<file path="src/verilog/lcb_defs.svh">
// Purpose: Offsets, field positions, reset values and limits of the LCD memory access block
// Assumes: Byte-wide register port with a 12-bit address
// Notes: Included by bare name; definitions only
`ifndef LCB_DEFS_SVH
`define LCB_DEFS_SVH

// Register offsets
`define LCB_ADDR_INDEX 12'hfb1
`define LCB_ADDR_PORTAL 12'hfb2
`define LCB_ADDR_CLOCK 12'hfb3
`define LCB_ADDR_BLINK 12'hfb4
`define LCB_ADDR_MODE 12'hfb6
`define LCB_ADDR_STATUS 12'hfb8
`define LCB_ADDR_MASK 12'hfb9

// Reset values
`define LCB_RESET_BYTE 8'h00
`define LCB_RESET_INDEX 5'h00

// Index landmarks
`define LCB_BANK_A_LAST 5'h0b
`define LCB_BANK_B_FIRST 5'h10
`define LCB_BANK_B_LAST 5'h1b
`define LCB_BANK_BYTES 12
`define LCB_BANK_LAST_OFS 4'hb

// Field positions
`define LCB_INDEX_MSB 4
`define LCB_MODE_INTERRUPT_SOURCE_SELECT_BIT 2
`define LCB_ST_FRAME_BIT 0
`define LCB_ST_BLINK_BIT 1

// Reserved prescaler codes behave as the largest ratio
`define LCB_PRESCALE_MAX 3'h5

`endif

</file>
<file path="src/verilog/lcb_pkg.sv">
// Purpose: Types shared by the LCD memory access block
// Assumes: Offsets and counts live in lcb_defs.svh
// Notes: Structs follow the register bit layout, MSB first
package lcb_pkg;

    // Blink selection codes
    typedef enum logic [1:0] {
        LCB_BLINK_NONE = 2'h0,
        LCB_BLINK_ONE = 2'h1,
        LCB_BLINK_COLUMN = 2'h2,
        LCB_BLINK_ALL = 2'h3
    } lcb_blink_e;

    // Display memory selection codes; both 1x codes alternate
    typedef enum logic [1:0] {
        LCB_DM_BANK_A = 2'h0,
        LCB_DM_BANK_B = 2'h1,
        LCB_DM_ALTERNATE = 2'h2,
        LCB_DM_ALTERNATE_2 = 2'h3
    } lcb_dm_e;

    // Clock configuration register layout
    typedef struct packed {
        logic clockSourceSelect;
        logic [2:0] prescaleCode;
        logic [3:0] frameDividerCode;
    } lcb_clk_cfg_s;

    // Blink control register layout
    typedef struct packed {
        logic [4:0] blinkDividerCode;
        lcb_blink_e blinkSelect;
        logic reserved;
    } lcb_blink_cfg_s;

endpackage : lcb_pkg

</file>
<file path="src/verilog/lcb_memory_access.sv">
// Purpose: Indexed display memory window, LCD clock chain, blink timing and interrupt
// Assumes: Register strobes and watch timer level are synchronous to clk_sys
// Notes: Frame end is taken as the end of the waveform pattern
//
// Added by the designer: the address-and-strobe port.
`timescale 1ns/100ps
`include "lcb_defs.svh"

module lcb_memory_access (
    input wire logic clk_sys,
    input wire logic rst,
    input wire logic [11:0] regAddr,
    input wire logic [7:0] regWdata,
    input wire logic regWr,
    input wire logic regRd,
    output logic [7:0] regRdata,
    input wire logic watchTimerOutput,
    input wire logic [3:0] segByteAddr,
    output logic [7:0] segByte,
    output logic frameEnd,
    output logic blinkOff,
    output logic bankBActive,
    output logic irq
);

    // Software-visible registers
    logic [4:0] index_reg;
    lcb_pkg::lcb_clk_cfg_s clockCfg_reg;
    lcb_pkg::lcb_blink_cfg_s blinkCfg_reg;
    lcb_pkg::lcb_blink_cfg_s blinkActive_reg; // Copy that the blink logic obeys
    lcb_pkg::lcb_dm_e dmSelect_reg;
    logic irqSourceSelect_reg; // 0 frame end, 1 blink or bank switch
    logic [1:0] status_reg;
    logic [1:0] mask_reg;
    logic [7:0] regRdata_reg;
    logic [7:0] memory [0:2*`LCB_BANK_BYTES-1]; // Bank A then bank B

    // Timing state
    logic wtoPrev_reg;
    logic blinkOff_reg;
    logic bankB_reg;
    logic frameEnd_reg;
    logic [7:0] segByte_reg;
    logic irq_reg;

    // Decode of the strobes
    logic portalHit;
    logic indexValid;
    logic [4:0] memIdx;
    logic [4:0] index_next;
    logic [7:0] portalByte;
    logic [7:0] readMux;

    assign portalHit = (regWr || regRd) && (regAddr == `LCB_ADDR_PORTAL);
    // Low nibble above the last byte is a reserved hole
    assign indexValid = (index_reg[3:0] <= `LCB_BANK_LAST_OFS);
    assign memIdx = index_reg[4] ? (5'(index_reg[3:0]) + 5'(`LCB_BANK_BYTES)) : 5'(index_reg[3:0]);
    assign portalByte = indexValid ? memory[memIdx] : `LCB_RESET_BYTE;

    // Auto-increment with the two bank wraps
    always_comb begin
        if (index_reg == `LCB_BANK_A_LAST) begin
            index_next = `LCB_RESET_INDEX;
        end else if (index_reg == `LCB_BANK_B_LAST) begin
            index_next = `LCB_BANK_B_FIRST;
        end else begin
            index_next = index_reg + 5'h01;
        end
    end

    // Index register; upper bits are not stored and read back as zero
    always_ff @(posedge clk_sys) begin
        if (rst) begin
            index_reg <= `LCB_RESET_INDEX;
        end else if (portalHit) begin
            index_reg <= index_next;
        end else if (regWr && regAddr == `LCB_ADDR_INDEX) begin
            index_reg <= regWdata[`LCB_INDEX_MSB:0];
        end
    end

    // Display memory; writes to reserved indexes are dropped
    always_ff @(posedge clk_sys) begin
        if (rst) begin
            for (int i = 0; i < 2*`LCB_BANK_BYTES; i++) begin
                memory[i] <= `LCB_RESET_BYTE;
            end
        end else if (regWr && portalHit && indexValid) begin
            memory[memIdx] <= regWdata;
        end
    end

    // Clock, blink, mode and mask registers
    always_ff @(posedge clk_sys) begin
        if (rst) begin
            clockCfg_reg <= lcb_pkg::lcb_clk_cfg_s'(`LCB_RESET_BYTE);
            blinkCfg_reg <= lcb_pkg::lcb_blink_cfg_s'(`LCB_RESET_BYTE);
            dmSelect_reg <= lcb_pkg::LCB_DM_BANK_A;
            irqSourceSelect_reg <= 1'b0;
            mask_reg <= 2'h0;
        end else if (regWr) begin
            case (regAddr)
                `LCB_ADDR_CLOCK: clockCfg_reg <= lcb_pkg::lcb_clk_cfg_s'(regWdata);
                // Reserved bit is stored as written
                `LCB_ADDR_BLINK: blinkCfg_reg <= lcb_pkg::lcb_blink_cfg_s'(regWdata);
                `LCB_ADDR_MODE: begin
                    dmSelect_reg <= lcb_pkg::lcb_dm_e'(regWdata[1:0]);
                    irqSourceSelect_reg <= regWdata[`LCB_MODE_INTERRUPT_SOURCE_SELECT_BIT];
                end
                `LCB_ADDR_MASK: mask_reg <= regWdata[1:0];
                default: begin
                    // Other addresses hold nothing here
                end
            endcase
        end
    end

    // Read mux, sampled at the strobe and presented the next cycle
    always_comb begin
        case (regAddr)
            `LCB_ADDR_INDEX: readMux = {3'h0, index_reg};
            `LCB_ADDR_PORTAL: readMux = portalByte;
            `LCB_ADDR_CLOCK: readMux = clockCfg_reg;
            `LCB_ADDR_BLINK: readMux = blinkCfg_reg;
            `LCB_ADDR_MODE: readMux = {5'h00, irqSourceSelect_reg, dmSelect_reg};
            `LCB_ADDR_STATUS: readMux = {6'h00, status_reg};
            `LCB_ADDR_MASK: readMux = {6'h00, mask_reg};
            default: readMux = `LCB_RESET_BYTE; // Unmapped reads as zero
        endcase
    end

    // Read data register
    always_ff @(posedge clk_sys) begin
        if (rst) begin
            regRdata_reg <= `LCB_RESET_BYTE;
        end else begin
            regRdata_reg <= regRd ? readMux : `LCB_RESET_BYTE;
        end
    end

    // Clock chain: source, prescaler, frame divider, blink divider
    logic srcTick;
    logic prescaleTick;
    logic frameTick;
    logic blinkTick;
    logic [6:0] prescaleLimit;
    logic [6:0] frameLimit;
    logic [6:0] blinkLimit;

    // Watch timer rising edge; input is synchronous so no synchroniser
    always_ff @(posedge clk_sys) begin
        if (rst) begin
            wtoPrev_reg <= 1'b0;
        end else begin
            wtoPrev_reg <= watchTimerOutput;
        end
    end

    assign srcTick = clockCfg_reg.clockSourceSelect ? (watchTimerOutput && !wtoPrev_reg) : 1'b1;

    // Reserved prescaler codes are clamped to the largest ratio
    assign prescaleLimit = 7'h01 << ((clockCfg_reg.prescaleCode > `LCB_PRESCALE_MAX) ?
                           `LCB_PRESCALE_MAX : clockCfg_reg.prescaleCode);

    // Codes up to six step by one from eight, then by two
    assign frameLimit = (clockCfg_reg.frameDividerCode < 4'h7) ?
                        (7'h08 + 7'(clockCfg_reg.frameDividerCode)) :
                        (7'(clockCfg_reg.frameDividerCode) * 7'h02 + 7'h02);

    // Blink ratio table is irregular between twenty and thirty-two
    always_comb begin
        case (blinkActive_reg.blinkDividerCode)
            5'h00, 5'h01, 5'h02, 5'h03, 5'h04, 5'h05, 5'h06:
                blinkLimit = 7'(blinkActive_reg.blinkDividerCode) + 7'h02;
            5'h07, 5'h08, 5'h09, 5'h0a, 5'h0b, 5'h0c:
                blinkLimit = 7'(blinkActive_reg.blinkDividerCode) * 7'h02 - 7'h04;
            5'h0d: blinkLimit = 7'h18;
            5'h0e: blinkLimit = 7'h1c;
            default: blinkLimit = 7'(blinkActive_reg.blinkDividerCode) * 7'h02 + 7'h02;
        endcase
    end

    // Three identical counters, each stepped by the stage before it
    lcb_tick_divider #(.W(7)) uPrescale (
        .clk_sys(clk_sys),
        .rst(rst),
        .step(srcTick),
        .limit(prescaleLimit),
        .tick(prescaleTick)
    );

    lcb_tick_divider #(.W(7)) uFrame (
        .clk_sys(clk_sys),
        .rst(rst),
        .step(prescaleTick),
        .limit(frameLimit),
        .tick(frameTick)
    );

    lcb_tick_divider #(.W(7)) uBlink (
        .clk_sys(clk_sys),
        .rst(rst),
        .step(frameTick),
        .limit(blinkLimit),
        .tick(blinkTick)
    );

    // Blink settings move only at frame end to keep zero DC on the glass
    always_ff @(posedge clk_sys) begin
        if (rst) begin
            blinkActive_reg <= lcb_pkg::lcb_blink_cfg_s'(`LCB_RESET_BYTE);
        end else if (frameTick) begin
            blinkActive_reg <= blinkCfg_reg;
        end
    end

    // Blink selection is overridden while banks alternate
    lcb_pkg::lcb_blink_e effBlink;
    logic alternate;
    logic blinkEvent;
    assign alternate = dmSelect_reg[1];
    assign effBlink = alternate ? lcb_pkg::LCB_BLINK_NONE : blinkActive_reg.blinkSelect;
    // Blink start is the entry into the off phase
    assign blinkEvent = blinkTick && (alternate ? !bankB_reg :
                        (effBlink != lcb_pkg::LCB_BLINK_NONE && !blinkOff_reg));

    // Blink phase
    always_ff @(posedge clk_sys) begin
        if (rst) begin
            blinkOff_reg <= 1'b0;
        end else if (effBlink == lcb_pkg::LCB_BLINK_NONE) begin
            blinkOff_reg <= 1'b0;
        end else if (blinkTick) begin
            blinkOff_reg <= !blinkOff_reg;
        end
    end

    // Bank source; alternation paced by the blink divider
    always_ff @(posedge clk_sys) begin
        if (rst) begin
            bankB_reg <= 1'b0;
        end else if (alternate) begin
            if (blinkTick) begin
                bankB_reg <= !bankB_reg;
            end
        end else begin
            bankB_reg <= (dmSelect_reg == lcb_pkg::LCB_DM_BANK_B);
        end
    end

    // Segment byte for the waveform generator, with blink masking
    logic [4:0] segIdx;
    logic [7:0] segRaw;
    assign segIdx = bankB_reg ? (5'(segByteAddr) + 5'(`LCB_BANK_BYTES)) : 5'(segByteAddr);
    assign segRaw = (segByteAddr <= `LCB_BANK_LAST_OFS) ? memory[segIdx] : `LCB_RESET_BYTE;

    always_ff @(posedge clk_sys) begin
        if (rst) begin
            segByte_reg <= `LCB_RESET_BYTE;
        end else if (!blinkOff_reg) begin
            segByte_reg <= segRaw;
        end else begin
            case (effBlink)
                // Segment line 0 sits in byte 0, commons 0 to 3 in bits 0 to 3
                lcb_pkg::LCB_BLINK_ONE: segByte_reg <= (segByteAddr == 4'h0) ? (segRaw & 8'hfe) : segRaw;
                lcb_pkg::LCB_BLINK_COLUMN: segByte_reg <= (segByteAddr == 4'h0) ? (segRaw & 8'hf0) : segRaw;
                lcb_pkg::LCB_BLINK_ALL: segByte_reg <= `LCB_RESET_BYTE;
                default: segByte_reg <= segRaw;
            endcase
        end
    end

    // Sticky status, write one to clear; a new event beats the clear
    logic [1:0] statusSet;
    logic [1:0] statusClr;
    assign statusSet = {blinkEvent, frameTick};
    assign statusClr = (regWr && regAddr == `LCB_ADDR_STATUS) ? regWdata[1:0] : 2'h0;

    always_ff @(posedge clk_sys) begin
        if (rst) begin
            status_reg <= 2'h0;
        end else begin
            status_reg <= (status_reg & ~statusClr) | statusSet;
        end
    end

    // Interrupt: only the chosen source counts, then the mask
    always_ff @(posedge clk_sys) begin
        if (rst) begin
            irq_reg <= 1'b0;
            frameEnd_reg <= 1'b0;
        end else begin
            irq_reg <= |(status_reg & mask_reg & (irqSourceSelect_reg ? 2'h2 : 2'h1));
            frameEnd_reg <= frameTick;
        end
    end

    assign regRdata = regRdata_reg;
    assign segByte = segByte_reg;
    assign frameEnd = frameEnd_reg;
    assign blinkOff = blinkOff_reg;
    assign bankBActive = bankB_reg;
    assign irq = irq_reg;
endmodule : lcb_memory_access

</file>
<file path="src/verilog/lcb_tick_divider.sv">
// Purpose: Counts input steps and emits one tick every limit steps
// Assumes: limit is at least one
// Notes: A limit lowered to or below the steps already counted ends the period at the next step
`timescale 1ns/100ps

module lcb_tick_divider #(
    parameter int W = 7
) (
    input wire logic clk_sys,
    input wire logic rst,
    input wire logic step,
    input wire logic [W-1:0] limit,
    output logic tick
);

    // Steps seen in the current period
    logic [W-1:0] count_reg;

    // Compare with >= so a shrinking limit cannot strand the counter
    assign tick = step && (count_reg >= (limit - W'(1)));

    // Period counter
    always_ff @(posedge clk_sys) begin
        if (rst) begin
            count_reg <= '0;
        end else if (tick) begin
            count_reg <= '0;
        end else if (step) begin
            count_reg <= count_reg + W'(1);
        end
    end

endmodule : lcb_tick_divider

</file>
<file path="config.mk">
export PLATFORM = sky130hd
export DESIGN_NAME = lcb_memory_access
export DESIGN_NICKNAME = d
export VERILOG_FILES = /design/src/verilog/lcb_pkg.sv /design/src/verilog/lcb_memory_access.sv /design/src/verilog/lcb_tick_divider.sv
export VERILOG_INCLUDE_DIRS = /design/src /design/src/verilog
export SDC_FILE = /design/constraint.sdc
export NUM_CORES = 1
export LEC_CHECK = 0
export BUFFER_PORTS_ARGS = -buffer_cell sky130_fd_sc_hd__buf_2
export CAP_MARGIN = 40
export CORE_ASPECT_RATIO = 1.5
export CORE_MARGIN = 5
export CORE_UTILIZATION = 57
export DETAILED_ROUTE_END_ITERATION = 16
export PLACE_DENSITY = 0.85
export SYNTH_ARGS = -nofsm -noshare
export SYNTH_HDL_FRONTEND = slang
export SYNTH_SLANG_ARGS = --single-unit
</file>
<file path="constraint.sdc">
create_clock -name clk_sys -period 3.8 [get_ports clk_sys]
set_input_delay 0.57 -clock clk_sys [delete_from_list [all_inputs] [get_ports clk_sys]]
set_output_delay 0.57 -clock clk_sys [all_outputs]
set_load 0.03 [all_outputs]
</file>
## After elaboration in Yosys (flattened, before gate mapping)

Memory sizes are Yosys's and may differ from the RTL's.
Cells that the tools add are included.

- Add/sub/neg operators: 14
- Order comparisons: 7
- Equality and inequality tests: 28
- Shifts and indexed selects: 1
- Mux-type cells: 31
- Bitwise logic cells: 6
- Reductions and logical operators: 33

Operators by type and width:

| kind | count |
|---|---|
| == test 12 bit (second input constant) | 7 |
| one-hot mux 8 bit (7 select lines) | 1 |
| == test 5 x 4 -> 1 bit (second input constant) | 8 |
| 2-to-1 mux 5 bit | 7 |
| 2-to-1 mux 8 bit | 4 |
| one-hot mux 7 bit (4 select lines) | 1 |
| one-hot mux 8 bit (3 select lines) | 1 |
| adder 7 x 1 -> 7 bit (second input constant) | 3 |
| greater-or-equal comparator 7 bit | 3 |
| == test 5 x 3 -> 1 bit (second input constant) | 4 |
| subtractor 7 x 1 -> 7 bit (second input constant) | 2 |
| adder 5 x 2 -> 6 bit (second input constant) | 2 |
| OR reduction 2 bit | 6 |
| logical AND 1 bit | 11 |
| 2-to-1 mux 1 bit | 11 |
| adder 4 x 4 -> 5 bit (second input constant) | 2 |
| == test 5 x 2 -> 1 bit (second input constant) | 2 |
| less-or-equal comparator 4 bit (second input constant) | 2 |
| AND reduction 2 bit | 4 |
| OR reduction 8 bit | 1 |
| adder 6 x 2 -> 7 bit (second input constant) | 1 |
| OR reduction 7 bit | 1 |
| left shift 1 x 3 -> 7 bit (first input constant) | 1 |
| subtractor 6 x 1 -> 7 bit (second input constant) | 1 |
| other kinds (25) | 34 |

- Register bits after elaboration: 77
- Memory bits (writable): 192
- Input port bits: 29
- Output and inout bits: 20
- Memories kept: 1

Memory list:

| memory | words | bits a word | read ports | clocked after Yosys merged registers in | wr ports | RTL line | source |
|---|---|---|---|---|---|---|---|
| memory | 24 | 8 | 2 | 0 | 24 | lcb_memory_access.sv:36 | `` logic [7:0] memory [0:2*`LCB_BANK_BYTES-1]; `` |

## Logic depth before layout (Yosys ltp)

- Depth after elaboration: 10
- Mapped depth: 19
- Depth with buffers taken out: 17

## Cells and area by module

From an unflattened synthesis, not the netlist that was laid out.

- Cell total of the unflattened synthesis: 1394
- Area total of the unflattened synthesis: 18217.5 µm²

By module, submodules not included:

| module | instances | cells an instance | area each (µm²) | seq. area each (µm²) |
|---|---|---|---|---|
| lcb_memory_access | 1 | 1202 | 16479.6 | 8808.4 |
| lcb_tick_divider | 3 | 64 | 579.3 | 140.1 |

## Worst setup path after synthesis

OpenSTA, ideal clock, no wires.

- Path kind: flip-flop to flip-flop
- Start point: register blinkActive_reg[3] in the netlist's numbering
- End point: register blinkOff_reg, in the netlist blinkOff
- Data arrival time: 3.764 ns
- Slack: -0.078 ns
- Cell stages (with the launch flop): 16
- Clock period less this slack: 3.878 ns
- Cell sequence: dfxtp_1 -> clkbuf_1 -> inv_1 -> ha_1 -> or3_1 -> o21a_1 -> a22o_1 -> nor4_1 -> nand3_1 -> xnor2_1 -> ha_1 -> nand3_1 -> o21ai_0 -> a21oi_1 -> or4_1 -> a2111oi_0

- Word-level cells in the longest chain between the ends: 6
- Elaborated cells on any way between the ends: 24
- Classes of those cells: add/sub: 4; order compare: 1; eq/ne: 14; mux: 1; reduce/logical: 4

Ends and longest elaborated chain:

| element | RTL line | source |
|---|---|---|
| start, declared | lcb_memory_access.sv:30 | `lcb_pkg::lcb_blink_cfg_s blinkActive_reg;` |
| start signal, assigned | lcb_memory_access.sv:211 | `` blinkActive_reg <= lcb_pkg::lcb_blink_cfg_s'(`LCB_RESET_BYTE); `` |
| start signal, assigned | lcb_memory_access.sv:213 | `blinkActive_reg <= blinkCfg_reg;` |
| parallel branches: the longest is 2 deep, another holds adder 6 x 2 -> 7 bit | -- |  |
| one-hot mux 7 bit (4 select lines) (*) | lcb_memory_access.sv:172 | `case (blinkActive_reg.blinkDividerCode)` |
| subtractor 7 x 1 -> 7 bit (*) | lcb_tick_divider.sv:20 | `assign tick = step && (count_reg >= (limit - W'(1)));` |
| greater-or-equal comparator 7 bit (*) | lcb_tick_divider.sv:20 |  |
| logical AND 1 bit (*) | lcb_tick_divider.sv:20 |  |
| end signal, assigned | lcb_memory_access.sv:234 | `blinkOff_reg <= !blinkOff_reg;` |
| end, declared | lcb_memory_access.sv:40 | `logic blinkOff_reg;` |

Mark *: on every way between the ends.
A chain may end at the register's enable or synchronous reset.

## Final worst setup path

Ends and elaborated chain as after synthesis.

==> results.sh <==
export IMPL_status="complete, no violations"
export IMPL_synth_edf_count=256
export IMPL_design_area_um2=20100
export IMPL_fp_dieH_um=228
export IMPL_end_kind="flip-flop"
export IMPL_clock_fmax_mhz=272
export IMPL_root_buffer="clkbuf_16"
export IMPL_synth_lib_cells_used_distinct=73
export IMPL_syn_to_final_growth_pct=11.0
export IMPL_vias=13400
export IMPL_critPathRequiredTime_ps=4260
export IMPL_ys_flop_type="edfxtp_1"
export IMPL_skew_ps=20.9
export IMPL_synth_area_leader_cell="edfxtp_1"
export IMPL_drt_pass1_iter_count=6
export IMPL_yosysSeqAreaShare_pct=51.0
export IMPL_powerDensity_nw_per_um2=372
export IMPL_tightest_slew_ps=823
export IMPL_dieArea_um2=35500
export IMPL_fin_util_pct=63.5
export IMPL_drive_above_1_share_pct=22.6
export IMPL_period_needed_ps=3680
export IMPL_maxCapViolCount=0
export IMPL_yosysWarnings=0
export IMPL_netlist_top_cells_area="edfxtp_1 43%, mux4_2 16%, dfxtp_1 8.5%"
export IMPL_dp_final_hpwl_um=35800
export IMPL_first_iter_violations=1804
export IMPL_setup_viol=0
export IMPL_numPortBuffers=48
export IMPL_ant_nets=0
export IMPL_min_path_type="in2reg"
export IMPL_die_w_um=155
export IMPL_synth_common_cells="256 x edfxtp_1, 128 x mux4_2, 125 x and2_1"
export IMPL_core_area_um2=31600
export IMPL_setup_worst_path_start_class="flip-flop"
export IMPL_p_leak_nw=6.84
export IMPL_synthesis_instances=1490
export IMPL_rows=80
export IMPL_gr_usage_all_layers_pct=29.3
export IMPL_period_share_pct=96.9
export IMPL_max_slew_margin_pct=45.2
export IMPL_insertion_delay_ps=580
export IMPL_via_per_inst=6.82
export IMPL_numCtsBuffers=29
export IMPL_place_ws_ps=-180
export IMPL_largest_reg_flops=256
export IMPL_gp_congestion=1.17
export IMPL_clockBufferDepth=3
export IMPL_cp_data_arrival_time_ps=4140
export IMPL_place_area_um2=19100
export IMPL_final_setup_worst_slack_ps=117
export IMPL_largest_register="memory"
export IMPL_wl_per_cell_um=26.6
export IMPL_grt_pass1_wl_um=79900
export IMPL_netlist_area_um2=18100
export IMPL_clkSinkCount=333
export IMPL_yosys_area_top_type_share_pct=42.5
export IMPL_synth_async_reset_ratio_pct=0
export IMPL_synth_seq_cells=333
export IMPL_drc=0
export IMPL_drt_total_wl_um=52400
export IMPL_hold_viol=0
export IMPL_cts_hold_buf=0
export IMPL_grt_pass1_vias=13600
export IMPL_finalMaxSlewViolations=0
export IMPL_yosysMostFrequentCell="edfxtp_1"
export IMPL_path_max_fanout=6
export IMPL_crit_type="reg2reg"
export IMPL_cts_tree="done"
export IMPL_clk_pin_slew_ps=70
export IMPL_synth_net_count=1561
export IMPL_fin_setup_tns_ps=0
export IMPL_final_nets=1606
export IMPL_io_pins=49
export IMPL_htree_num_levels=1
export IMPL_grt_max_degree=37
export IMPL_grt_ovfl_total=0
export IMPL_power_mw=7.47
export IMPL_peakVddDrop_mv=0.320
export IMPL_grt_antenna_before_repair=0
export IMPL_avgSynthCellArea_um2=12.1
export IMPL_start_util_pct=57.2
power breakdown:
group | switching (mW) | internal [mW]
registers | 0.0540 | 3.99
clock network | 1.34 | 1.54
logic | 0.339 | 0.199
through the flow:
stage	instances	hold slack [ps]
floorplan	1490	434
global placement	1911	441
detailed placement	1913	465
CTS	1967	299
global route	1968	313
finish	1969	307
metal layers:
metal  up-vias  track usage, %  routed length, µm
li1       5773               -                  -
met1      6435            32.4              16100
met2       953            49.1              25900
met3       266            5.86               5020
met4         0            22.4               5370
met5         -               0                  0
critical path, cell delays in order, from the launching register on:
cell and delay, ps:
dfxtp_2 340, inv_1 70, ha_2 220, or3_4 430, o21a_1 220, a22o_1 260, nor4_4 270, nand3_1 130
xnor2_1 150, ha_1 310, nand3_1 90, o21ai_2 200, a21oi_4 120, or4_1 430, a2111oi_2 350
worst paths after layout:
| check | start | endpoint | slack [ps] | cells after the start |
|---|---|---|---|---|
| max | blinkActive_reg[3]$_SDFFE_PP0P_ | blinkOff$_SDFFE_PP0P_ | 120 | 14 |
| min | watchTimerOutput | wtoPrev_reg$_SDFF_PP0_ | 310 | 3 |
| max reg2reg | blinkActive_reg[3]$_SDFFE_PP0P_ | blinkOff$_SDFFE_PP0P_ | 120 | 14 |
| min reg2reg | blinkCfg_reg[0]$_SDFFE_PP0P_ | blinkCfg_reg[0]$_SDFFE_PP0P_ | 480 | 2 |
area by class of cell:
class / count / area [µm²]
multi-input cells: 1011 / 8330
clock inverters: 22 / 168
fillers: 2198 / 11600
well taps: 410 / 513
diodes: 1 / 2.50
repair buffers: 135 / 998
flip-flops and latches: 333 / 9240
inverters: 25 / 93.8
clock buffers: 32 / 737
logic make-up after synthesis:
group / count (synthesis) / synth area share, %
adder cells (fa/ha/maj): 43 / 2.96
AO/OA/AOI/OAI: 214 / 7.45
buffers and inverters: 146 / 3.51
multiplexers: 147 / 17.0
AND/OR/NAND/NOR: 586 / 17.0
XOR/XNOR: 21 / 1.02
flip-flops: 333 / 51.0
what timing repair did:
action                                  in CTS  in global routing
gates resized for setup                      7                 15
cloned                                       0                  0
pin swaps                                    0                  3
buffers inserted                             0                  1
endpoints found under the setup margin       9                 11
cell usage in the layout (no fill, tap or decap), types with 33 or more instances in the layout:
| cell | synthesis | final |
|---|---|---|
| a22oi_1 | 33 | 33 |
| dfxtp_1 | 77 | 73 |
| edfxtp_1 | 256 | 256 |
| o21ai_0 | 55 | 54 |
| and2_1 | 125 | 125 |
| nor3_1 | 87 | 87 |
| a21oi_1 | 68 | 66 |
| ha_1 | 42 | 38 |
| nor2_1 | 78 | 78 |
| buf_2 | 22 | 47 |
| mux4_2 | 128 | 128 |
| nand2_1 | 122 | 121 |
| buf_4 | 0 | 81 |
| nand3_1 | 92 | 92 |
Note: power is estimated with default switching activity, not from simulation.
